**src/dftc_params.svh**
```systemverilog
// Register offsets, reset values and timing counts of the adaptive fan-start control bank.
`ifndef DFTC_PARAMS_SVH
`define DFTC_PARAMS_SVH
`define DFTC_OFS_CPU_PT      8'h8A
`define DFTC_OFS_R1_PT       8'h8B
`define DFTC_OFS_LOC_PT      8'h8C
`define DFTC_OFS_R2_PT       8'h8D
`define DFTC_OFS_CTRL        8'h8E
`define DFTC_RST_CPU_PT      8'hFB
`define DFTC_RST_TEMP_PT     8'h64
`define DFTC_RST_CTRL        8'h00
`define DFTC_BIT_R2_IVL_MSB  0
`define DFTC_BIT_SUPPLY_GRD  1
`define DFTC_BIT_R1_COPY     2
`define DFTC_BIT_LOC_COPY    3
`define DFTC_BIT_R2_COPY     4
`define DFTC_BIT_R1_EN       5
`define DFTC_BIT_LOC_EN      6
`define DFTC_BIT_R2_EN       7
`define DFTC_DEC_BASE_CYC    12'h008
`endif

```
**src/dftc_pkg.sv**
```systemverilog
// Types shared by the adaptive fan-start control bank.
package dftc_pkg;
    typedef logic [7:0]  dftc_byte_t;
    typedef logic [11:0] dftc_cycles_t;
    // Copy sequencer states, one-hot.
    typedef enum logic [1:0] {
        DFTC_IDLE = 2'b01,
        DFTC_HELD = 2'b10
    } dftc_ot_state_t;
endpackage

```
**src/dftc_bank.sv**
```systemverilog
// Adaptive fan-start control register bank with overtemperature copy and supply guard.
//==============================================================
// Operation
// Hold one target point per temperature channel.
// Adaptive control regulates channel around target point.
// Lock makes all five registers read-only.
// Reset targets: CPU 0xFB, others 0x64.
// Control register resets to zero.
// Control bit 0 is remote2 interval MSB.
// Guarded low core voltage sets status, alert.
// Guarded low voltage disables hot, adaptive, shutdown.
// Remote1 copy option loads remote1 temperature.
// Local copy option loads local temperature.
// Remote2 copy option loads remote2 temperature.
// Enable bit makes channel adapt start temperature.
// Cleared enable leaves start temperature unchanged.
// Interval code gives decrease 8<<code, increase double.
// Copy once per overtemp assertion edge.
// Overtemp copy ignores the lock.
`timescale 1ns/1ns
`include "dftc_params.svh"
module dftc_bank (
    input  wire logic                core_clk_i,       // Device clock, 250 MHz.
    input  wire logic                rst_b_i,          // Synchronous reset, active low.
    input  wire logic                reg_wr_i,         // Register write strobe.
    input  wire logic [7:0]          reg_addr_i,       // Register address.
    input  wire dftc_pkg::dftc_byte_t reg_wdata_i,     // Write data.
    output logic      [7:0]          reg_rdata_o,      // Read data, registered.
    input  wire logic                cfg_lock_i,       // Configuration lock bit.
    input  wire logic [1:0]          r2_ivl_low_i,     // Low two bits of remote2 interval.
    input  wire logic                overtemp_input_i, // Overtemperature input, active high.
    input  wire dftc_pkg::dftc_byte_t r1_temp_i,       // Present remote1 temperature.
    input  wire dftc_pkg::dftc_byte_t loc_temp_i,      // Present local temperature.
    input  wire dftc_pkg::dftc_byte_t r2_temp_i,       // Present remote2 temperature.
    input  wire logic                standby_supply_i, // Device runs from standby supply.
    input  wire logic                core_voltage_low_i, // Core voltage below its low limit.
    output logic [7:0]               cpu_pt_o,         // CPU interface target point.
    output logic [7:0]               r1_pt_o,          // Remote1 target point.
    output logic [7:0]               loc_pt_o,         // Local target point.
    output logic [7:0]               r2_pt_o,          // Remote2 target point.
    output logic [2:0]               adapt_run_o,      // Adaptive run per channel: r1, local, r2.
    output logic                     core_low_status_o, // Status bit for guarded low core voltage.
    output logic                     alert_req_o,      // Alert request for guarded low core voltage.
    output logic                     hot_monitor_en_o, // Processor-hot monitoring allowed.
    output logic                     shutdown_block_o, // Shutdown entry blocked.
    output logic [11:0]              r2_dec_cycles_o,  // Remote2 decrease interval in monitoring cycles.
    output logic [11:0]              r2_inc_cycles_o   // Remote2 increase interval in monitoring cycles.
);
    import dftc_pkg::*;

    //==============================================================
    // Storage
    dftc_byte_t     pt_r [4];        // Target points: cpu, r1, local, r2.
    dftc_byte_t     ctrl_r;          // Adaptive control register.
    dftc_ot_state_t ot_r;            // Overtemp edge sequencer.
    dftc_ot_state_t ot_nxt;          // Next sequencer state.
    logic           guard_r;         // Registered guarded low-voltage condition.

    // Returns the decrease interval for a three-bit code.
    function automatic dftc_cycles_t dec_cycles(input logic [2:0] code);
        dec_cycles = `DFTC_DEC_BASE_CYC << code;
    endfunction

    //==============================================================
    // Decode
    wire       wr_ok   = reg_wr_i & ~cfg_lock_i;
    wire       ctrl_we = wr_ok & (reg_addr_i == `DFTC_OFS_CTRL);
    wire       ot_edge = overtemp_input_i & (ot_r == DFTC_IDLE);
    wire [3:0] pt_we;                                            // Host write per target point.
    wire [3:0] pt_cp;                                            // Overtemp copy per target point.
    wire [7:0] cp_src [4];                                       // Copy source per target point.
    wire       guard_now = ctrl_r[`DFTC_BIT_SUPPLY_GRD] & standby_supply_i & core_voltage_low_i;
    wire [2:0] r2_code = {ctrl_r[`DFTC_BIT_R2_IVL_MSB], r2_ivl_low_i};

    assign cp_src[0] = 8'h00;
    assign cp_src[1] = r1_temp_i;
    assign cp_src[2] = loc_temp_i;
    assign cp_src[3] = r2_temp_i;
    assign pt_cp[0]  = 1'b0;
    assign pt_cp[1]  = ot_edge & ctrl_r[`DFTC_BIT_R1_COPY];
    assign pt_cp[2]  = ot_edge & ctrl_r[`DFTC_BIT_LOC_COPY];
    assign pt_cp[3]  = ot_edge & ctrl_r[`DFTC_BIT_R2_COPY];

    //==============================================================
    // Target point registers; a copy wins over a host write in the same cycle.
    genvar g;
    generate
        for (g = 0; g < 4; g++) begin : g_pt
            assign pt_we[g] = wr_ok & (reg_addr_i == (`DFTC_OFS_CPU_PT + 8'(g)));
            // Stores one target point.
            always_ff @(posedge core_clk_i) begin
                if (!rst_b_i) begin
                    pt_r[g] <= (g == 0) ? `DFTC_RST_CPU_PT : `DFTC_RST_TEMP_PT;
                end else if (pt_cp[g]) begin
                    pt_r[g] <= cp_src[g];
                end else if (pt_we[g]) begin
                    pt_r[g] <= reg_wdata_i;
                end
            end
        end
    endgenerate

    // Control register.
    always_ff @(posedge core_clk_i) begin
        if (!rst_b_i) begin
            ctrl_r <= `DFTC_RST_CTRL;
        end else if (ctrl_we) begin
            ctrl_r <= reg_wdata_i;
        end
    end

    // Sequencer: one copy per rising edge of the overtemp input.
    always_comb begin
        case (ot_r)
            DFTC_IDLE: ot_nxt = overtemp_input_i ? DFTC_HELD : DFTC_IDLE;
            DFTC_HELD: ot_nxt = overtemp_input_i ? DFTC_HELD : DFTC_IDLE;
            default:   ot_nxt = DFTC_IDLE;
        endcase
    end

    // Sequencer state and guard register.
    always_ff @(posedge core_clk_i) begin
        if (!rst_b_i) begin
            ot_r    <= DFTC_IDLE;
            guard_r <= 1'b0;
        end else begin
            ot_r    <= ot_nxt;
            guard_r <= guard_now;
        end
    end

    //==============================================================
    // Read path, registered.
    wire [7:0] rd_sel = (reg_addr_i == `DFTC_OFS_CTRL) ? ctrl_r :
                        (reg_addr_i >= `DFTC_OFS_CPU_PT && reg_addr_i <= `DFTC_OFS_R2_PT) ?
                        pt_r[2'(reg_addr_i - `DFTC_OFS_CPU_PT)] : 8'h00;
    // Captures read data every cycle.
    always_ff @(posedge core_clk_i) begin
        if (!rst_b_i) begin
            reg_rdata_o <= 8'h00;
        end else begin
            reg_rdata_o <= rd_sel;
        end
    end

    //==============================================================
    // Outputs.
    assign cpu_pt_o          = pt_r[0];
    assign r1_pt_o           = pt_r[1];
    assign loc_pt_o          = pt_r[2];
    assign r2_pt_o           = pt_r[3];
    // Each enable lets its channel adapt, unless the guard holds; R2 regulation is downstream.
    assign adapt_run_o       = {ctrl_r[`DFTC_BIT_R2_EN], ctrl_r[`DFTC_BIT_LOC_EN],
                                ctrl_r[`DFTC_BIT_R1_EN]} & {3{~guard_r}};
    assign core_low_status_o = guard_r;
    assign alert_req_o       = guard_r;
    assign hot_monitor_en_o  = ~guard_r;
    assign shutdown_block_o  = guard_r;
    assign r2_dec_cycles_o   = dec_cycles(r2_code);
    assign r2_inc_cycles_o   = dec_cycles(r2_code) << 1;

    //==============================================================
    // Checks.
    property p_lock_write;
        @(posedge core_clk_i) disable iff (!rst_b_i)
        (reg_wr_i && cfg_lock_i && reg_addr_i == `DFTC_OFS_CTRL) |=> $stable(ctrl_r);
    endproperty
    a_lock_write: assert property (p_lock_write) else $error("Locked write changed control.");
    property p_ctrl_write;
        @(posedge core_clk_i) disable iff (!rst_b_i)
        (reg_wr_i && !cfg_lock_i && reg_addr_i == `DFTC_OFS_CTRL) |=> ctrl_r == $past(reg_wdata_i);
    endproperty
    a_ctrl_write: assert property (p_ctrl_write) else $error("Control write lost.");
    property p_r1_copy;
        @(posedge core_clk_i) disable iff (!rst_b_i)
        (overtemp_input_i && ot_r == DFTC_IDLE && ctrl_r[`DFTC_BIT_R1_COPY]) |=> r1_pt_o == $past(r1_temp_i);
    endproperty
    a_r1_copy: assert property (p_r1_copy) else $error("Remote1 copy missing.");
    property p_loc_copy;
        @(posedge core_clk_i) disable iff (!rst_b_i)
        (overtemp_input_i && ot_r == DFTC_IDLE && ctrl_r[`DFTC_BIT_LOC_COPY]) |=> loc_pt_o == $past(loc_temp_i);
    endproperty
    a_loc_copy: assert property (p_loc_copy) else $error("Local copy missing.");
    property p_r2_nocopy;
        @(posedge core_clk_i) disable iff (!rst_b_i)
        (!ctrl_r[`DFTC_BIT_R2_COPY] && !reg_wr_i) |=> $stable(r2_pt_o);
    endproperty
    a_r2_nocopy: assert property (p_r2_nocopy) else $error("Remote2 point changed.");
    property p_once;
        @(posedge core_clk_i) disable iff (!rst_b_i)
        (overtemp_input_i && !reg_wr_i) ##1 (overtemp_input_i && !reg_wr_i) |=> $stable(r1_pt_o);
    endproperty
    a_once: assert property (p_once) else $error("Copy repeated while held.");
    property p_guard;
        @(posedge core_clk_i) disable iff (!rst_b_i)
        guard_now |=> (adapt_run_o == 3'h0 && !hot_monitor_en_o && shutdown_block_o && alert_req_o);
    endproperty
    a_guard: assert property (p_guard) else $error("Guard effects missing.");
    property p_interval;
        @(posedge core_clk_i) disable iff (!rst_b_i)
        r2_inc_cycles_o == {r2_dec_cycles_o[10:0], 1'b0} && r2_dec_cycles_o >= 12'h008;
    endproperty
    a_interval: assert property (p_interval) else $error("Interval decode wrong.");
    // The reset edge leaves every target point, the control register and the guard at their power-on values.
    property p_reset_vals;
        @(posedge core_clk_i) !rst_b_i |=> (cpu_pt_o == `DFTC_RST_CPU_PT && r1_pt_o == `DFTC_RST_TEMP_PT &&
            loc_pt_o == `DFTC_RST_TEMP_PT && r2_pt_o == `DFTC_RST_TEMP_PT && ctrl_r == `DFTC_RST_CTRL && !guard_r);
    endproperty
    a_reset_vals: assert property (p_reset_vals) else $error("Reset value wrong.");
    // A locked host write leaves every target point alone unless a copy lands.
    property p_lock_point;
        @(posedge core_clk_i) disable iff (!rst_b_i)
        (reg_wr_i && cfg_lock_i && !ot_edge) |=>
            ($stable(cpu_pt_o) && $stable(r1_pt_o) && $stable(loc_pt_o) && $stable(r2_pt_o));
    endproperty
    a_lock_point: assert property (p_lock_point) else $error("Locked write changed a target point.");
    // Remote2 copy takes the temperature present at the edge.
    property p_r2_copy;
        @(posedge core_clk_i) disable iff (!rst_b_i)
        (overtemp_input_i && ot_r == DFTC_IDLE && ctrl_r[`DFTC_BIT_R2_COPY]) |=> r2_pt_o == $past(r2_temp_i);
    endproperty
    a_r2_copy: assert property (p_r2_copy) else $error("Remote2 copy missing.");
    // Once the guarded condition clears, status, alert, hot monitoring and shutdown are released.
    property p_guard_release;
        @(posedge core_clk_i) disable iff (!rst_b_i)
        !guard_now |=> (hot_monitor_en_o && !shutdown_block_o && !core_low_status_o && !alert_req_o);
    endproperty
    a_guard_release: assert property (p_guard_release) else $error("Guard effects not released.");
    c_copy:   cover property (@(posedge core_clk_i) pt_cp[1]);
    c_held:   cover property (@(posedge core_clk_i) ot_r == DFTC_HELD && overtemp_input_i);
    c_locked: cover property (@(posedge core_clk_i) reg_wr_i && cfg_lock_i);
    c_guard:  cover property (@(posedge core_clk_i) guard_r);
endmodule

```
**config.mk**
```make
export PLATFORM = sky130hd
export DESIGN_NAME = dftc_bank
export DESIGN_NICKNAME = d
export VERILOG_FILES = /design/src/dftc_pkg.sv /design/src/dftc_bank.sv
export VERILOG_INCLUDE_DIRS = /design/src /design/src/src
export SDC_FILE = /design/constraint.sdc
export NUM_CORES = 1
export LEC_CHECK = 0
export ABC_AREA = 0
export BUFFER_PORTS_ARGS = -buffer_cell sky130_fd_sc_hd__buf_2
export CORE_AREA = 8 8 83 85
export CTS_BUF_LIST = sky130_fd_sc_hd__clkbuf_8
export CTS_CLUSTER_DIAMETER = 60
export DETAILED_ROUTE_END_ITERATION = 6
export DIE_AREA = 0 0 91 93
export PLACE_DENSITY = 0.81
export SLEW_MARGIN = 20
export SYNTH_ARGS = -nofsm -noshare
export SYNTH_HDL_FRONTEND = slang
export SYNTH_SLANG_ARGS = --single-unit
```
**constraint.sdc**
```tcl
create_clock -name core_clk_i -period 2.7 [get_ports core_clk_i]
set_input_delay 0.54 -clock core_clk_i [delete_from_list [all_inputs] [get_ports core_clk_i]]
set_output_delay 0.54 -clock core_clk_i [all_outputs]
set_load 0.005 [all_outputs]
```
==> run metrics <==
NumNets Final 373; vias in the first global route 2236; first-pass GRT wire length 11.5 mm; CP cell instances buf_2 > nor4b_4 > and4b_2 > a21o_1; worst vdd ir 0.223 mV; Routed WL 7.45 mm; Vias per Instance 5.56; worst reg2reg path depth 5; run status completed; # clock sinks 51; P&R area growth vs syn 22.0%; critical path launch point reg_addr_i[6]; Core Rows 28; Mapped Area 2650 µm²; commonest non-fill, non-tap cell in the layout buf_2; max incr delay on CP 490 ps; Static Leakage 1.35 nW; largest net degree at the start of global routing 32; RSZ-0062 raised after global routing no; slew margin rel. 0.530; Hold Path Class input pin to flip-flop; most frequent cells in the layout buf_2 (111), edfxtp_1 (32), nand2_1 (25); CTS Hold Bufs 0; worst hold slack 448 ps; Final setup viols 0; clock tree from TritonCTS yes; number of synthesized flops with an enable pin 32; ys async rst share 0; die width 91 µm; I/O Buffers 111; Final Max Tran Viols 0; CP arrival 1970 ps; Seq/Total Area, Yosys 0.507; Peak Freq 507 MHz; I/O pins 120; Setup TNS 0 ps; cts bufs inserted 5; initial antenna violation count 0; fraction of layout cells with a size suffix above 1 0.451; startpoint types input pin; Hold Fails Final Rpt 0; r2r setup slk 1030 ps; Worst Skew 3.69 ps; CTS Buffer Depth 2; Detail Route Antenna Nets 0; H-tree levels 2; die area 8460 µm²; core area 5680 µm²; syn avg cell area 11.6 µm²; Critical Path RT 2690 ps; FF-to-FF End pt_r[2][0]$_SDFFCE_PN0P_; clk_lat worst skew 310 ps; Synth warnings 0; MaxCap Viol Count 0; DP HPWL 6.00 mm; flops & latches, synth 51; initial core utilization 0.466; router iterations before antenna repair 6; clk slew on worst S/H paths 90 ps; Die Y 93 µm; initial DRC count 170; Power Density 482 nW/µm²; critical path depth 4; crit path kind input pin to flip-flop; Yosys cell types 41; GRT Util Overall 0.172; Post-Synthesis Cells 228; Slew @ Worst Pin 703 ps; post-route clock period utilization 0.731; minimum clock period 1970 ps; crit path to pt_r[3][2]$_DFFE_PP_; CP max stage cell nor4b_4; top cell family by delay on the critical path simple AND/OR/NAND/NOR gates; postcts setup bufs 0; Reg-to-Reg Start ot_r[1]$_SDFF_PN0_; gp weighted congestion 0.852; drt drc 0; GRT overflow 0; Worst Path Buf+Inv 1; CP endpoint kind flip-flop; post-CTS sizing 0; n_diodes 0; routed vias 2220; ys flop type edfxtp_1; crit path max fanout 13; drt wl/cell 18.7 µm; Root Driver clkbuf_8
==> worst min-delay path by stage <==
stage                            from                      to  slack [ps]  depth (start not counted)
3_5_place_dp   ctrl_r[6]$_SDFFE_PN0P_  ctrl_r[6]$_SDFFE_PN0P_         470                          2
4_1_cts              standby_supply_i  alert_req_o$_SDFF_PN0_         450                          3
6_report             standby_supply_i  alert_req_o$_SDFF_PN0_         450                          3
2_1_floorplan  ctrl_r[1]$_SDFFE_PN0P_  alert_req_o$_SDFF_PN0_         440                          2
3_3_place_gp   ctrl_r[7]$_SDFFE_PN0P_  ctrl_r[7]$_SDFFE_PN0P_         460                          2
5_1_grt              standby_supply_i  alert_req_o$_SDFF_PN0_         460                          3
==> sequential cells by signal (all words and copies together), names as in the netlist <==
| signal | count |
|---|---|
| alert_req_o | 1 |
| ctrl_r | 8 |
| ot_r | 2 |
| pt_r | 32 |
| reg_rdata_o | 8 |
==> cells by family (layout without fill, tap and decap cells) <==
kind of cell / Yosys count / in the layout / synth area share
AOI/OAI and AO/OA: 35 / 35 / 0.115
xor gates and xnor gates: 1 / 1 / 0.00331
adders and majority gates: 1 / 1 / 0.00473
buffers and inverters: 37 / 126 / 0.0912
DFF: 51 / 51 / 0.507
muxes: 16 / 16 / 0.0983
other: 1 / 8 / 0.00142
and+or+nand+nor: 86 / 86 / 0.180
==> cell usage after synthesis (all sizes together), types with 5 or more instances <==
cell,number,share of area
mux4,8,0.068
edfxtp,32,0.36
nand4,6,0.014
nand2,25,0.035
or2,8,0.019
a22oi,8,0.023
clkbuf,6,0.0085
nor2,18,0.026
nand3,7,0.013
mux2i,8,0.030
dfxtp,19,0.14
a22o,5,0.017
buf,27,0.077
a32o,10,0.038
==> layout make-up <==
cell class | instances | area [µm²]
Fill cell | 513 | 2440
Sequential cell | 51 | 1340
Multi-Input combinational cell | 147 | 1090
Timing Repair Buffer | 114 | 578
Tap cell | 75 | 93.8
Clock buffer | 5 | 68.8
Clock inverter | 3 | 42.5
Inverter | 4 | 15.0
==> tightest hold or removal path, delay by kind of cell <==
| family | cells | cell delay (ps) |
|---|---|---|
| simple gates | 2 | 90 |
| buf+inv | 1 | 90 |
==> layer usage <==
| layer | track usage | up-vias | share of wire |
|---|---|---|---|
| met5 | 0 | - | 0 |
| met4 | 0.0723 | 0 | 0.022 |
| met3 | 0.0737 | 13 | 0.11 |
| met2 | 0.295 | 135 | 0.50 |
| met1 | 0.182 | 1049 | 0.37 |
| li1 | - | 1023 | - |
==> per-stage QoR <==
| stage | util | area (µm²) | total power, mW | std cells | setup WS [ps] |
|---|---|---|---|---|---|
| floorplan | - | 2670 | 0.963 | 235 | 628 |
| global placement | 0.550 | 3120 | 1.04 | 391 | 480 |
| detailed placement | 0.550 | 3120 | 1.04 | 391 | 444 |
| CTS | 0.569 | 3230 | 1.56 | 399 | 739 |
| global route | 0.569 | 3230 | 1.60 | 399 | 654 |
| finish | 0.569 | 3230 | 1.56 | 399 | 727 |
==> power breakdown <==
group	leakage, nW	switching (mW)	internal, mW
sequential	0.450	0.0101	0.842
clock	0.0562	0.255	0.276
combinational	0.847	0.0983	0.0751
total	1.35	0.364	1.19
Note: power is estimated with default switching activity, not from simulation.
